### config.mk
export PLATFORM = sky130hd
export DESIGN_NAME = bfsp_top
export DESIGN_NICKNAME = d
export VERILOG_FILES = /design/src/rtl/bfsp_top.v
export VERILOG_INCLUDE_DIRS = /design/src /design/src/rtl
export SDC_FILE = /design/constraint.sdc
export NUM_CORES = 1
export LEC_CHECK = 0
export ABC_AREA = 1
export BUFFER_PORTS_ARGS = -buffer_cell sky130_fd_sc_hd__clkbuf_2
export CORE_MARGIN = 2
export CORE_UTILIZATION = 50
export DETAILED_ROUTE_END_ITERATION = 8
export PLACE_DENSITY = 0.93
export SYNTH_ARGS = -nofsm -noshare
export SYNTH_HDL_FRONTEND = slang
export SYNTH_SLANG_ARGS = --single-unit
### constraint.sdc
create_clock -name clock -period 4.7 [get_ports clock]
set_input_delay 0.235 -clock clock [delete_from_list [all_inputs] [get_ports clock]]
set_output_delay 0.235 -clock clock [all_outputs]
set_load 0.005 [all_outputs]
### src/rtl/bfsp_consts.vh
// Constants of the boot flash section protection block.
// Assumes inclusion by bare name from rtl/.
`ifndef BFSP_CONSTS_VH
`define BFSP_CONSTS_VH

// Register byte offsets
`define BFSP_OFS_CTRL        8'h00
`define BFSP_OFS_LOCK        8'h04
`define BFSP_OFS_CFG         8'h08

// Control register fields
`define BFSP_CTRL_EN         0
`define BFSP_CTRL_ERASE      1
`define BFSP_CTRL_WRITE      2
`define BFSP_CTRL_LOCKSET    3
`define BFSP_CTRL_BUSYCLR    4
`define BFSP_CTRL_BUSY       6
`define BFSP_CTRL_REFUSED    7
`define BFSP_CTRL_CMD_W      5

// Lock register fields (1 = unprogrammed)
`define BFSP_LOCK_APP_LO     1
`define BFSP_LOCK_APP_HI     2
`define BFSP_LOCK_BOOT_LO    3
`define BFSP_LOCK_BOOT_HI    4
`define BFSP_LOCK_RST        5'h1f

// Configuration register fields
`define BFSP_CFG_SIZE_LO     0
`define BFSP_CFG_RSTSEL      2
`define BFSP_CFG_HALT        3
`define BFSP_CFG_RUN         4

// Cycles after a command write in which a store is accepted
`define BFSP_SPM_WINDOW      3'h4

// AXI responses
`define BFSP_RESP_OKAY       2'h0
`define BFSP_RESP_SLVERR     2'h2

`endif

### src/rtl/bfsp_top.v
// Boot flash section protection: guards store/load program memory access.
// Assumes core, flash and bus share clock; flash_done pulses at op end.
//
// How it works
// - Stores fetched from application region are refused
// - Boot region stores may target whole flash
// - Boundary comes only from size fuses
// - Fixed halting region independent of fuse boundary
// - Concurrent region programming leaves fetches running
// - Halting region programming stalls core throughout
// - Concurrent region unreadable during programming
// - Busy bit reads one while region blocked
// - Boot region lies inside halting region
// - Reset vector picked by reset select fuse
// - Software has no way to alter fuses
// - Lock bits only program; chip erase restores
// - General lock modes ignored for store/load
// - Application lock pair guards application region
// - Modes one to four for application
// - Mode three blocks stores and boot loads
// - Mode four blocks boot-side loads and, with vectors in boot, interrupts in application
// - Store accepted only within four cycles after command
// - Boot lock pair mirrors modes on boot
//
// The register addresses and register access over AXI4-Lite are this design's own decisions.
`include "bfsp_consts.vh"

module bfsp_top #(
  parameter ADDR_W     = 14,
  parameter BOOT_MIN   = 256,
  parameter HALTING_REGION_WORDS = 2048
) (
  input  wire              clock,
  input  wire              sys_rst,
  // AXI4-Lite slave
  input  wire [7:0]        s_axi_awaddr,
  input  wire              s_axi_awvalid,
  output reg               s_axi_awready,
  input  wire [31:0]       s_axi_wdata,
  input  wire [3:0]        s_axi_wstrb,
  input  wire              s_axi_wvalid,
  output reg               s_axi_wready,
  output reg  [1:0]        s_axi_bresp,
  output reg               s_axi_bvalid,
  input  wire              s_axi_bready,
  input  wire [7:0]        s_axi_araddr,
  input  wire              s_axi_arvalid,
  output reg               s_axi_arready,
  output reg  [31:0]       s_axi_rdata,
  output reg  [1:0]        s_axi_rresp,
  output reg               s_axi_rvalid,
  input  wire              s_axi_rready,
  // Fuses and chip erase from the external programming interface
  input  wire [1:0]        boot_region_size_fuses,
  input  wire              reset_vector_select_fuse,
  input  wire              chip_erase,
  // Processor core
  input  wire [ADDR_W-1:0] exec_pc,
  input  wire              vectors_in_boot,
  input  wire              spm_req,
  input  wire [ADDR_W-1:0] spm_addr,
  input  wire [7:0]        spm_data,
  input  wire              lpm_req,
  input  wire [ADDR_W-1:0] lpm_addr,
  output reg               lpm_grant_ff,
  output reg               lpm_deny_ff,
  output reg               cpu_halt_ff,
  output reg               irq_block_ff,
  output reg  [ADDR_W-1:0] reset_vector_ff,
  // Flash array
  output reg               flash_start_ff,
  output reg               flash_erase_ff,
  output reg  [ADDR_W-1:0] flash_addr_ff,
  input  wire              flash_done
);

  localparam ST_IDLE = 1'b0;
  localparam ST_RUN  = 1'b1;

  localparam [ADDR_W-1:0] BOOT_MIN_W = BOOT_MIN[ADDR_W-1:0];
  localparam [ADDR_W-1:0] HALTING_REGION_W     = HALTING_REGION_WORDS[ADDR_W-1:0];
  localparam [ADDR_W-1:0] ZERO_A     = {ADDR_W{1'b0}};

  reg                       state_ff;
  reg [`BFSP_CTRL_CMD_W-1:0] cmd_ff;
  reg [2:0]                 window_ff;
  reg                       busy_ff;
  reg                       refused_ff;
  reg                       halt_op_ff;
  reg [4:0]                 lock_ff;
  reg [7:0]                 awaddr_ff;
  reg [31:0]                wdata_ff;
  reg [3:0]                 wstrb_ff;
  reg                       aw_got_ff;
  reg                       w_got_ff;

  // Region decoding
  wire [1:0]        size_shift = ~boot_region_size_fuses;
  wire [ADDR_W-1:0] boot_start = ZERO_A - (BOOT_MIN_W << size_shift);
  // HALTING_REGION_WORDS must cover the largest boot size so boot stays halting
  wire [ADDR_W-1:0] halt_start = ZERO_A - HALTING_REGION_W;
  wire exec_boot = (exec_pc >= boot_start);
  wire spm_tgt_boot  = (spm_addr >= boot_start);
  wire spm_tgt_halt  = (spm_addr >= halt_start);
  wire lpm_tgt_boot  = (lpm_addr >= boot_start);
  wire lpm_tgt_halt  = (lpm_addr >= halt_start);

  wire app_lo  = lock_ff[`BFSP_LOCK_APP_LO];
  wire app_hi  = lock_ff[`BFSP_LOCK_APP_HI];
  wire boot_lo = lock_ff[`BFSP_LOCK_BOOT_LO];
  wire boot_hi = lock_ff[`BFSP_LOCK_BOOT_HI];

  // Store write blocked when low lock bit programmed (modes 2 and 3)
  wire spm_lock_block = spm_tgt_boot ? ~boot_lo : ~app_lo;
  // Cross-region load blocked when high lock bit programmed (modes 3, 4)
  wire lpm_lock_block = lpm_tgt_boot ? (~exec_boot & ~boot_hi) :
                        (exec_boot & ~app_hi);
  wire lpm_rww_block  = busy_ff & ~lpm_tgt_halt;

  wire cmd_en     = cmd_ff[`BFSP_CTRL_EN];
  wire cmd_prog   = cmd_ff[`BFSP_CTRL_ERASE] | cmd_ff[`BFSP_CTRL_WRITE];
  wire cmd_lock   = cmd_ff[`BFSP_CTRL_LOCKSET];
  wire cmd_bclr   = cmd_ff[`BFSP_CTRL_BUSYCLR];
  wire in_window  = cmd_en & (window_ff != 3'h0) & (state_ff == ST_IDLE);
  // Store only from boot region; general lock modes play no part
  wire spm_ok     = spm_req & in_window & exec_boot;
  wire prog_go    = spm_ok & cmd_prog & ~spm_lock_block;
  wire prog_ref   = spm_req & (~in_window | ~exec_boot |
                    (cmd_prog & spm_lock_block));
  wire lock_go    = spm_ok & cmd_lock & ~cmd_prog;
  wire bclr_go    = spm_ok & cmd_bclr & ~cmd_prog;

  // AXI write channel
  wire wr_fire    = aw_got_ff & w_got_ff & ~s_axi_bvalid;
  wire wr_ctrl    = wr_fire & (awaddr_ff == `BFSP_OFS_CTRL) & wstrb_ff[0];
  wire wr_known   = (awaddr_ff == `BFSP_OFS_CTRL) |
                    (awaddr_ff == `BFSP_OFS_LOCK) |
                    (awaddr_ff == `BFSP_OFS_CFG);

  always @(posedge clock or posedge sys_rst) begin
    if (sys_rst) begin
      s_axi_awready <= 1'b0;
      s_axi_wready  <= 1'b0;
      s_axi_bvalid  <= 1'b0;
      s_axi_bresp   <= `BFSP_RESP_OKAY;
      aw_got_ff     <= 1'b0;
      w_got_ff      <= 1'b0;
      awaddr_ff     <= 8'h00;
      wdata_ff      <= 32'h0000_0000;
      wstrb_ff      <= 4'h0;
    end else begin
      s_axi_awready <= ~aw_got_ff & ~s_axi_awready & s_axi_awvalid;
      s_axi_wready  <= ~w_got_ff & ~s_axi_wready & s_axi_wvalid;
      if (s_axi_awvalid & s_axi_awready) begin
        aw_got_ff <= 1'b1;
        awaddr_ff <= s_axi_awaddr;
      end
      if (s_axi_wvalid & s_axi_wready) begin
        w_got_ff <= 1'b1;
        wdata_ff <= s_axi_wdata;
        wstrb_ff <= s_axi_wstrb;
      end
      if (wr_fire) begin
        aw_got_ff    <= 1'b0;
        w_got_ff     <= 1'b0;
        s_axi_bvalid <= 1'b1;
        s_axi_bresp  <= wr_known ? `BFSP_RESP_OKAY : `BFSP_RESP_SLVERR;
      end else if (s_axi_bvalid & s_axi_bready) begin
        s_axi_bvalid <= 1'b0;
      end
    end
  end

  // AXI read channel
  reg [31:0] rd_mux;
  reg        rd_ok;
  always @* begin
    rd_mux = 32'h0000_0000;
    rd_ok  = 1'b1;
    if (s_axi_araddr == `BFSP_OFS_CTRL) begin
      rd_mux[`BFSP_CTRL_CMD_W-1:0] = cmd_ff;
      rd_mux[`BFSP_CTRL_BUSY]      = busy_ff;
      rd_mux[`BFSP_CTRL_REFUSED]   = refused_ff;
    end else if (s_axi_araddr == `BFSP_OFS_LOCK) begin
      rd_mux[4:0] = lock_ff;
    end else if (s_axi_araddr == `BFSP_OFS_CFG) begin
      rd_mux[`BFSP_CFG_SIZE_LO+1:`BFSP_CFG_SIZE_LO] = boot_region_size_fuses;
      rd_mux[`BFSP_CFG_RSTSEL] = reset_vector_select_fuse;
      rd_mux[`BFSP_CFG_HALT]   = cpu_halt_ff;
      rd_mux[`BFSP_CFG_RUN]    = state_ff;
    end else begin
      rd_ok = 1'b0;
    end
  end

  always @(posedge clock or posedge sys_rst) begin
    if (sys_rst) begin
      s_axi_arready <= 1'b0;
      s_axi_rvalid  <= 1'b0;
      s_axi_rdata   <= 32'h0000_0000;
      s_axi_rresp   <= `BFSP_RESP_OKAY;
    end else begin
      s_axi_arready <= ~s_axi_rvalid & ~s_axi_arready & s_axi_arvalid;
      if (s_axi_arvalid & s_axi_arready) begin
        s_axi_rvalid <= 1'b1;
        s_axi_rdata  <= rd_mux;
        s_axi_rresp  <= rd_ok ? `BFSP_RESP_OKAY : `BFSP_RESP_SLVERR;
      end else if (s_axi_rvalid & s_axi_rready) begin
        s_axi_rvalid <= 1'b0;
      end
    end
  end

  // Command, window and programming sequence
  always @(posedge clock or posedge sys_rst) begin
    if (sys_rst) begin
      state_ff       <= ST_IDLE;
      cmd_ff         <= {`BFSP_CTRL_CMD_W{1'b0}};
      window_ff      <= 3'h0;
      busy_ff        <= 1'b0;
      refused_ff     <= 1'b0;
      halt_op_ff     <= 1'b0;
      cpu_halt_ff    <= 1'b0;
      flash_start_ff <= 1'b0;
      flash_erase_ff <= 1'b0;
      flash_addr_ff  <= ZERO_A;
    end else begin
      flash_start_ff <= 1'b0;
      case (state_ff)
        ST_IDLE: begin
          if (prog_go) begin
            state_ff       <= ST_RUN;
            flash_start_ff <= 1'b1;
            flash_erase_ff <= cmd_ff[`BFSP_CTRL_ERASE];
            flash_addr_ff  <= spm_addr;
            window_ff      <= 3'h0;
            halt_op_ff     <= spm_tgt_halt;
            cpu_halt_ff    <= spm_tgt_halt;
            busy_ff        <= busy_ff | ~spm_tgt_halt;
          end else if (wr_ctrl) begin
            cmd_ff    <= wdata_ff[`BFSP_CTRL_CMD_W-1:0];
            window_ff <= wdata_ff[`BFSP_CTRL_EN] ? `BFSP_SPM_WINDOW : 3'h0;
          end else if (spm_ok | (window_ff == 3'h1)) begin
            cmd_ff    <= {`BFSP_CTRL_CMD_W{1'b0}};
            window_ff <= 3'h0;
          end else if (window_ff != 3'h0) begin
            window_ff <= window_ff - 3'h1;
          end
          if (bclr_go & ~prog_go) begin
            busy_ff <= 1'b0;
          end
        end
        ST_RUN: begin
          if (flash_done) begin
            state_ff    <= ST_IDLE;
            cmd_ff      <= {`BFSP_CTRL_CMD_W{1'b0}};
            cpu_halt_ff <= 1'b0;
            halt_op_ff  <= 1'b0;
          end else begin
            cpu_halt_ff <= halt_op_ff;
          end
        end
        default: state_ff <= ST_IDLE;
      endcase
      // Refusal sticky; a new refusal wins over the write clear
      if (prog_ref) begin
        refused_ff <= 1'b1;
      end else if (wr_ctrl) begin
        refused_ff <= 1'b0;
      end
    end
  end

  // Lock bits: software may only program, chip erase restores
  always @(posedge clock or posedge sys_rst) begin
    if (sys_rst) begin
      lock_ff <= `BFSP_LOCK_RST;
    end else if (chip_erase) begin
      lock_ff <= `BFSP_LOCK_RST;
    end else if (lock_go) begin
      lock_ff <= lock_ff & (spm_data[4:0] | 5'h01);
    end
  end

  // Load checks, interrupt blocking and reset vector
  always @(posedge clock or posedge sys_rst) begin
    if (sys_rst) begin
      lpm_grant_ff    <= 1'b0;
      lpm_deny_ff     <= 1'b0;
      irq_block_ff    <= 1'b0;
      reset_vector_ff <= ZERO_A;
    end else begin
      lpm_grant_ff <= lpm_req & ~lpm_lock_block & ~lpm_rww_block;
      lpm_deny_ff  <= lpm_req & (lpm_lock_block | lpm_rww_block);
      irq_block_ff <= (vectors_in_boot & ~exec_boot & ~app_hi) |
                      (~vectors_in_boot & exec_boot & ~boot_hi);
      // Fuses are plain inputs, never written from here
      reset_vector_ff <= reset_vector_select_fuse ? ZERO_A : boot_start;
    end
  end

endmodule

==> impl_results.md, run 1 <==
- CTS clock-pin slew for the worst setup and hold paths: 0.07 ns
- EDFF count, synth: 0
- Synth cell types: 34
- N_diodes: 0
- PD cells: 366 mW/mm^2
- Post-synthesis cell area: 0.00384 sq mm
- Non-filler cells, final: 690
- Critical path cell sequence: clkbuf_2, nand2_1, ha_1, inv_1, ha_1, o21ai_0, nand2_1, nand2_1, nand2_1, nand2_1, nand2_2, nand2_4, nor2_4, nand2_2, inv_2, nand3_1, nand2_1
- WL per Instance: 12.5 um
- Vias/cell: 4.84
- H-tree levels: 3
- Hold depth: 2
- CTS tree: built
- Site Rows: 31
- Setup violations, final: 0
- Worst-Margin Slew: 0.895 ns
- Slew Limit Fails: 0
- Global placer's final weighted congestion: 0.867
- Status: finished, final reports clean
- Min cycle time layout: 2.46 ns
- Vias in the first global route: 3370
- Largest family of logic cells by synthesized area: simple AND/OR/NAND/NOR gates
- Core area: 0.00733 sq mm
- Final setup margin: 2.24 ns
- Max_cap viols: 0
- Clk root buf: clkbuf_8
- Setup TNS: 0 ns
- DR vias: 3343
- Worst Path Class, Setup: input port to flip-flop
- Post-synthesis mux area share: 0%
- Die Wd: 91.6 um
- Startpoint types: input port
- Worst path slowest cell: inv_2
- # hold bufs at CTS: 0
- Min-delay src: s_axi_bready
- Reg area: 0.00181 sq mm
- Worst min path class: input port to flip-flop
- R2r worst-path depth: 11
- Final period util: 52.4%
- Leak: 2.64 nW
- IO Port Bufs: 108
- Sequential share of the synthesized area: 47.1%
- Cell mode on critical path: nand2_1
- WP data arrival: 2.73 ns
- # Post-CTS Setup Buffers: 0
- Clk_lat worst skew: 0.34 ns
- Global-route usage over all layers: 21.3%
- Largest net degree at the start of global routing: 73
- Clk sinks: 72
- Compound-cell area share of the yosys netlist: 7.93%
- Multi-input gate area: 0.00167 sq mm
- Post-DP HPWL: 6.58 mm
- Crit path max-delay family: simple AND/OR/NAND/NOR gates
- Simple-Gate Fraction of Synth Area: 25.1%
- IO Count: 192
- Worst Path Required: 4.96 ns
- Drt drc: 0
- Place WS: 1.91 ns
- R2r setup slk: 2.39 ns
- Area grow syn2layout: 18.1%
- Hold EP: s_axi_bvalid
- Filler cell count: 610
- RSZ-0062 raised after global routing: false
- Final net count: 722
- FMAX: 0.406 GHz
- DIE AREA: 0.00839 sq mm
- Final Hold Viols: 0
- Buffers & Inverters on Critical Path: 3
- Syn Inst Count: 468
- Syn_area_per_cell: 8.20 sq um
- First-pass GRT wire length: 14.3 mm
- Max VDD drop: 0.000147 V
- Reg2reg start: window_ff[0]
- Iteration-0 DRC Markers: 198
- Worst R2R End: busy_ff
- Slowest cell delay on critical path: 0.39 ns
- Post-CTS sizing: 0
- Initial antenna violation count: 0
- Slew HR: 40.3%
- Max Clock Skew: 0.0107 ns
- Routed WL: 8.63 mm
- Final ANT Viol Nets: 0
- Die extent in y: 91.6 um
- Clock buffer depth: 2
- Synth Register Bits: 72
- Ys async rst share: 100%
- Xor/xnor cell area share of the yosys netlist: 0.228%
- Num CTS Buffers: 9
- Cell count after placement: 674
- Proportion of layout cells with a drive suffix above 1: 23.5%
- Yosys warns: 0
- Main synth FF type: dfrtp_1
- Initial Utilization: 52.3%
- Remaining global-route overflow: 0
- TritonRoute pass-1 iters: 4
- Post-Synth Adder-Cell Area: 6.20%
- Critical Path Fanout Max: 29
- Nature of the critical path endpoint: flip-flop
[cell usage after synthesis, types with 2 or more instances]
library cell  number  area (sq um)
a21boi_0           2          15.0
a21o_1             2          15.0
a21oi_1           10          50.1
a31oi_1            2          12.5
buf_4             36           270
buf_6              3          33.8
clkbuf_1           3          11.3
dfrtp_1           67          1680
dfstp_2            5           131
ha_1              19           238
inv_1             49           184
inv_2              2          7.51
nand2_1          145           544
nand2_2            3          18.8
nand3_1           17          85.1
nand3_2            2          20.0
nand4_1            7          43.8
nor2_1            33           124
nor3_1             9          45.0
nor3b_1            2          15.0
o21ai_0           32           160
o31ai_1            4          30.0
or2_2              3          18.8
[sequential cells by signal (all words and copies together) (netlist names), 3 cells and up]
| name | cells |
|---|---|
| awaddr_ff | 8 |
| cmd_ff | 5 |
| flash_addr_ff | 14 |
| lock_ff | 5 |
| reset_vector_ff | 6 |
| s_axi_rdata | 7 |
| wdata_ff | 5 |
| window_ff | 3 |
[worst reg2reg max path, stage by stage, from the launching register on]
cell,delay [ns]
dfrtp_1,0.37
inv_1,0.08
ha_1,0.19
nand2_1,0.09
nand3_1,0.09
nor2_1,0.25
nand2_4,0.14
nor2_4,0.10
nand2_2,0.32
inv_2,0.40
nand3_1,0.13
nand2_1,0.09
[through the flow]
stage / utilization (%) / power, mW / cell area, sq um / hold slack [ns]
after floorplan: - / 1.08 / 3990 / 0.294
after global placement: 59.2 / 1.16 / 4340 / 0.416
after detailed placement: 59.2 / 1.19 / 4340 / 0.425
after CTS: 61.8 / 1.67 / 4530 / 0.0563
after global routing: 61.8 / 1.77 / 4530 / 0.0627
final: 61.8 / 1.66 / 4530 / 0.0717
[cell usage in the layout, fill, tap and decap left out, drive strengths merged, types with 10 or more instances in the layout]
master / count
nand3: 19
ha: 19
a21oi: 10
o21ai: 33
inv: 51
dfrtp: 67
conb: 41
nand2: 149
clkbuf: 123
nor2: 34
[worst max path at each step]
stage,startpoint,endpoint,slack (ns),cells after the start
4_1_cts,boot_region_size_fuses[1],busy_ff,2.26,17
5_1_grt,boot_region_size_fuses[1],busy_ff,2.03,17
3_3_place_gp,boot_region_size_fuses[1],busy_ff,1.98,17
6_report,boot_region_size_fuses[1],busy_ff,2.24,17
2_1_floorplan,sys_rst,aw_got_ff,2.65,1
3_5_place_dp,boot_region_size_fuses[1],busy_ff,1.91,17
[layout make-up]
cell class / count / area share [%]
multi-input combinational: 342 / 36.8
timing repair buffer: 109 / 12.1
tap: 99 / 2.73
clock inverter: 1 / 0.663
sequential: 72 / 39.9
inverter: 52 / 4.31
clock buffer: 15 / 3.45
[metal layers]
layer | track usage [%] | up-vias | share of wire (%)
met3 | 3.15 | 15 | 5.7
met1 | 25.3 | 1555 | 41
met5 | 0 | - | 0
li1 | - | 1649 | -
met2 | 37.5 | 124 | 52
met4 | 10.2 | 0 | 1.5
[cell families (layout without fill, tap and decap cells)]
| group | after synthesis | in the layout |
|---|---|---|
| AO/OA/AOI/OAI | 55 | 55 |
| XOR/XNOR | 1 | 1 |
| adder cells (fa/ha/maj) | 19 | 19 |
| buffers and inverters | 94 | 177 |
| flip-flops | 72 | 72 |
| other | 1 | 41 |
| AND/OR/NAND/NOR | 226 | 226 |
[where the power goes]
| part | switching, mW | internal [mW] | leakage [nW] | total [mW] |
|---|---|---|---|---|
| Sequential | 0.0577 | 0.723 | 0.926 | 0.781 |
| Combinational | 0.252 | 0.152 | 1.62 | 0.404 |
| Clock | 0.211 | 0.262 | 0.0919 | 0.473 |
Note: power is estimated with default switching activity, not from simulation.
==> inputs of run 2 (changes only) <==
CORE_UTILIZATION = 42   (was 50)
PLACE_DENSITY = 0.84   (was 0.93)
clock period = 2.25 ns   (was 4.7 ns; I/O delays follow)
==> run 2 against run 1 <==
- the flow now finishes with violations (negative hold slack)
- register-to-register slack got worse by 2.1 ns
- flip-flop and latch count is the same
- combinational power increased by 130%
- utilization shrank 5.8 points
- cell area rose by 8.9%
- die area grew 18%
- clock power grew 120%
- power rose by 120%
- cell count is 6.8% higher
- sequential share of layout area decreased by 3.3 points
- global-route usage fell by 1.5 points
==> impl_results.md, run 2 (synthesis results as in run 1) <==
- Max Clock Skew: 0.00833 ns
- Startpoint types: flip-flop
- Final period util: 88.0%
- FMAX: 0.505 GHz
- Die extent in y: 99.6 um
- Worst min path class: input port to flip-flop
- Core area: 0.00881 sq mm
- Post-DP HPWL: 6.94 mm
- PD cells: 723 mW/mm^2
- # Post-CTS Setup Buffers: 0
- CTS clock-pin slew for the worst setup and hold paths: 0.08 ns
- Top Registers: flash_addr_ff (14), awaddr_ff (8), s_axi_rdata (7)
- DR vias: 3545
- Failing checks: negative hold slack
- Die Wd: 99.6 um
- # hold bufs at CTS: 33
- Setup violations, final: 0
- H-tree levels: 3
- Drt drc: 0
- Global-route usage over all layers: 19.8%
- Num CTS Buffers: 9
- Slew HR: 54.7%
- Critical path cell sequence: inv_1, ha_1, nand2_1, nand3_1, nor2_1, nand2_4, nor2_4, nand2_2, inv_2, nand3_1, nand2_1
- Clk sinks: 72
- Max VDD drop: 0.000389 V
- IO Count: 192
- First-pass GRT wire length: 15.7 mm
- Post-CTS sizing: 0
- Iteration-0 DRC Markers: 166
- Leak: 2.81 nW
- Final Hold Viols: 1
- Vias/cell: 4.81
- TritonRoute pass-1 iters: 4
- Min cycle time layout: 1.98 ns
- Hold slack: -0.00473 ns
- Final ANT Viol Nets: 0
- Max FFs per register: 14
- IO Port Bufs: 108
- Remaining global-route overflow: 0
- Routed WL: 9.71 mm
- Final net count: 759
- Site Rows: 34
- Non-filler cells, final: 737
- DIE AREA: 0.00991 sq mm
- Largest Register: flash_addr_ff
- Max_cap viols: 0
- Final setup margin: 0.270 ns
- Initial Utilization: 43.6%
- CTS tree: built
- Clk_lat worst skew: 0.34 ns
- Initial antenna violation count: 1
- Tot Pwr: 3.56 mW
- Slowest cell delay on critical path: 0.38 ns
- Worst Path Required: 2.53 ns
- Commonest cells after routing, fill and taps aside: 145 x nand2_1, 108 x clkbuf_2, 67 x dfrtp_1
- Global placer's final weighted congestion: 0.888
- Slew Limit Fails: 0
- Leading cell type in the layout, fill and taps excluded: nand2_1
- Proportion of layout cells with a drive suffix above 1: 23.1%
- WL per Instance: 13.2 um
- WP data arrival: 2.26 ns
- Worst-Margin Slew: 0.674 ns
- Clk root buf: clkbuf_8
- Setup TNS: 0 ns
- Status: finished with violations
- Area grow syn2layout: 28.6%
- Critical Path Fanout Max: 15
- RSZ-0062 raised after global routing: false
- Clock buffer depth: 2
- Nature of the critical path endpoint: flip-flop
- Worst path slowest cell: dfrtp_1
- Largest net degree at the start of global routing: 46
- Worst Path Class, Setup: flip-flop to flip-flop
- Vias in the first global route: 3641
- Place WS: 0.00792 ns
- Cell count after placement: 687
==> run 2: cell type report <==
type / instances / area [sq um]
multi-input combinational: 342 / 1670
timing repair buffer: 146 / 933
tap: 108 / 135
clock inverter: 4 / 55.1
fill: 763 / 3870
antenna: 1 / 2.50
sequential: 72 / 1810
inverter: 52 / 195
clock buffer: 12 / 135
==> run 2: final timing paths <==
path	start	end	slack [ns]	depth (start not counted)
min in group asynchronous	sys_rst	s_axi_wready	0.37	3
worst max-delay path	window_ff[0]	busy_ff	0.27	11
worst min-delay path	spm_data[3]	lock_ff[3]	-0.005	3
worst max register to register	window_ff[0]	busy_ff	0.27	11
worst min register to register	s_axi_awready	s_axi_awready	0.46	1
max in group asynchronous	sys_rst	lock_ff[2]	1.17	4
==> run 2: stage by stage <==
step | cell area (sq um) | util [%]
final | 4930 | 56.0
after global routing | 4930 | 56.0
after CTS | 4930 | 56.0
after detailed placement | 4410 | 50.1
after global placement | 4410 | 50.1
after floorplan | 3990 | -
==> run 2: critical path: cells and delay by family, from the launching register on <==
family	cells	cell delay, ns
adder cells (fa/ha/maj)	1	0.19
buffers and inverters	2	0.37
flip-flops	1	0.38
AND/OR/NAND/NOR	8	0.97
==> run 2: power by group <==
group | internal (mW) | total (mW) | switching [mW]
registers | 1.51 | 1.63 | 0.125
logic | 0.362 | 0.912 | 0.550
clock network | 0.518 | 1.02 | 0.500
total | 2.39 | 3.56 | 1.18
==> run 2: layer usage <==
metal / global-route usage, % / share of wire (%) / vias up
met2: 35.1 / 52 / 126
met4: 12.5 / 3.6 / 0
li1: - / - / 1722
met5: 0 / 0 / -
met3: 2.25 / 4.8 / 31
met1: 22.6 / 40 / 1666
==> inputs of run 3 (changes only) <==
ABC_AREA = 0   (was 1)
CORE_UTILIZATION = 41   (was 42)
PLACE_DENSITY = 0.83   (was 0.84)
==> run 3 against run 2 <==
- the flow now finishes without violations
- worst hold slack improved by 0.019 ns
- non-clock buffer count is 13 higher
- sequential share of layout area decreased by 0.93 points
- global-route usage shrank 1.6 points
- clock skew rose by 0.0052 ns
- synthesized cell count shrank 30%
- largest power group unchanged
- clock power up 13%
- power up 8.9%
- critical endpoint is now halt_op_ff
- die area fell by 0.32%
- sequential power is 4% higher
- cell area up 2.6%
==> impl_results.md, run 3 <==
- N_diodes: 0
- Initial Utilization: 42.6%
- DIE AREA: 0.00988 sq mm
- Post-DP HPWL: 6.57 mm
- Yosys top cell area share: 44.9%
- Largest net degree at the start of global routing: 48
- Clk_lat worst skew: 0.34 ns
- CTS tree: built
- CTS clock-pin slew for the worst setup and hold paths: 0.08 ns
- Leak: 2.59 nW
- R2r worst-path depth: 9
- Hold depth: 2
- Slowest cell delay on critical path: 0.41 ns
- Setup violations, final: 0
- Nature of the critical path endpoint: flip-flop
- Final Hold Viols: 0
- Leading cell type in the layout, fill and taps excluded: clkbuf_2
- WP data arrival: 2.47 ns
- Final setup margin: 0.0425 ns
- Die extent in y: 99.4 um
- Site Rows: 34
- Tot Pwr: 3.88 mW
- Multi-input gate area: 0.00181 sq mm
- R2r setup slk: 0.04 ns
- Crit path max-delay family: compound AO/OA/AOI/OAI gates
- Num CTS Buffers: 9
- Die Wd: 99.4 um
- Final period util: 98.1%
- Area grow syn2layout: 35.6%
- Hold EP: reset_vector_ff[13]
- Hold slack: 0.0147 ns
- PD cells: 767 mW/mm^2
- Reg area: 0.00181 sq mm
- TritonRoute pass-1 iters: 4
- Ys async rst share: 100%
- Routed WL: 8.82 mm
- Design area: 0.00506 sq mm
- Final core occ: 57.8%
- DP Area: 0.00440 sq mm
- Min cycle time layout: 2.21 ns
- Max VDD drop: 0.000508 V
- Min-delay src: reset_vector_select_fuse
- Met2 Track Usage GR: 31.7%
- Post-synth top cells: 67 x dfrtp_1, 37 x buf_4, 22 x nand2_1, 19 x ha_1, 18 x o21ai_0
- Largest cells by area after synthesis: dfrtp_1 45%, buf_4 7.4%, ha_1 6.4%, mux2_1 4.8%, mux2_2 4.2%
- Largest Register: flash_addr_ff
- Global-route usage over all layers: 18.1%
- IO Port Bufs: 106
- Yosys top cell by area: dfrtp_1
- Sequential share of the synthesized area: 48.4%
- Global placer's final weighted congestion: 0.917
- Initial antenna violation count: 0
- DR vias: 2983
- Reg2reg start: window_ff[0]
- Startpoint types: flip-flop
- WL per Instance: 14.5 um
- Clk sinks: 72
- Max_cap viols: 0
- Worst-Margin Slew: 0.550 ns
- Yosys warns: 0
- Critical Path Fanout Max: 5
- Final ANT Viol Nets: 0
- Core area: 0.00876 sq mm
- Commonest cells after routing, fill and taps aside: 106 x clkbuf_2, 67 x dfrtp_1, 41 x conb_1
- Remaining global-route overflow: 0
- Status: finished, final reports clean
- FMAX: 0.453 GHz
- Iteration-0 DRC Markers: 162
- Max Clock Skew: 0.0135 ns
- Syn_area_per_cell: 11.4 sq um
- Clk root buf: clkbuf_8
- Vias/cell: 4.89
- Worst path slowest cell: a211oi_4
- Post-synthesis cell area: 0.00373 sq mm
- Setup TNS: 0 ns
- First-pass GRT wire length: 14.3 mm
- Buffers & Inverters on Critical Path: 2
- Cell count after placement: 559
- Slew Limit Fails: 0
- Met1 Use GR: 21.3%
- EDFF count, synth: 0
- Top-count cell post-synth: dfrtp_1
- Synth Register Bits: 72
- Drt drc: 0
- Vias in the first global route: 3055
- Proportion of layout cells with a drive suffix above 1: 39.6%
- Worst min path class: input port to flip-flop
- Top Registers: flash_addr_ff (14), awaddr_ff (8), s_axi_rdata (7)
- Worst Path Required: 2.52 ns
- Grt met3 use: 5.41%
- Main synth FF type: dfrtp_1
- Worst Path Class, Setup: flip-flop to flip-flop
- Critical path cell sequence: inv_2, ha_4, nor2b_4, nor4b_4, a21oi_4, a211oi_4, buf_6, mux2_4, a21oi_2
- Place WS: -0.246 ns
- Filler cell count: 714
- RSZ-0062 raised after global routing: true
- H-tree levels: 3
- Max FFs per register: 14
- IO Count: 192
- Worst R2R End: halt_op_ff
- Most Crowded Layer GR: met2
- Syn Inst Count: 328
- Slew HR: 63.3%
- Final net count: 633
- Synth cell types: 54
- Clock buffer depth: 2
- Non-filler cells, final: 610
==> run 3: power by group <==
group	switching [mW]	total (mW)	internal, mW
Sequential	0.162	1.70	1.54
Clock	0.490	1.15	0.655
Combinational	0.481	1.04	0.556
Total	1.13	3.88	2.75
==> run 3: worst max path at each step <==
stage | from | endpoint | slack [ns] | cells past startpoint
final | window_ff[0] | halt_op_ff | 0.04 | 9
after global routing | window_ff[0] | halt_op_ff | -0.06 | 9
after CTS | window_ff[0] | flash_addr_ff[13] | -0.02 | 8
after detailed placement | boot_region_size_fuses[1] | cmd_ff[3] | -0.25 | 12
after global placement | boot_region_size_fuses[1] | cmd_ff[4] | -0.14 | 12
after floorplan | boot_region_size_fuses[1] | cmd_ff[0] | 0.02 | 11
==> run 3: logic make-up (layout without fill, tap and decap cells) <==
logic type / count (synthesis) / after routing / synth area share, %
other cells: 1 / 41 / 0.100
fa+ha+maj: 20 / 20 / 6.64
simple gates: 80 / 80 / 12.1
buf+inv: 58 / 192 / 9.79
mux: 36 / 36 / 10.7
compound gates: 61 / 61 / 12.3
flops: 72 / 72 / 48.4
==> run 3: cell type report <==
cell class,instances,share of cell area (%)
sequential,72,35.7
multi-input combinational,238,35.7
timing repair buffer,159,20.2
clock buffer,11,2.79
tap,108,2.67
clock inverter,5,1.61
inverter,17,1.26
==> run 3: layer usage <==
| metal | wire, um | vias to the layer above |
|---|---|---|
| li1 | - | 1417 |
| met1 | 3540 | 1425 |
| met2 | 4440 | 125 |
| met3 | 650 | 16 |
| met4 | 182 | 0 |
| met5 | 0 | - |
==> run 3: timing repair <==
item	CTS	global route
pin swaps	1	4
cloned	0	1
hold buffers	26	1
hold endpoints to repair	50	1
resized for setup	0	27
buffers inserted	0	7
setup endpoints to repair	14	23
==> run 3: worst reg2reg max path: cells and delay by family, from the launching register on <==
kind | cells | cell delay (ns)
adder cells (fa/ha/maj) | 1 | 0.16
buffers and inverters | 2 | 0.25
AND/OR/NAND/NOR | 2 | 0.49
multiplexers | 1 | 0.30
AO/OA/AOI/OAI | 3 | 0.58
flip-flops | 1 | 0.37
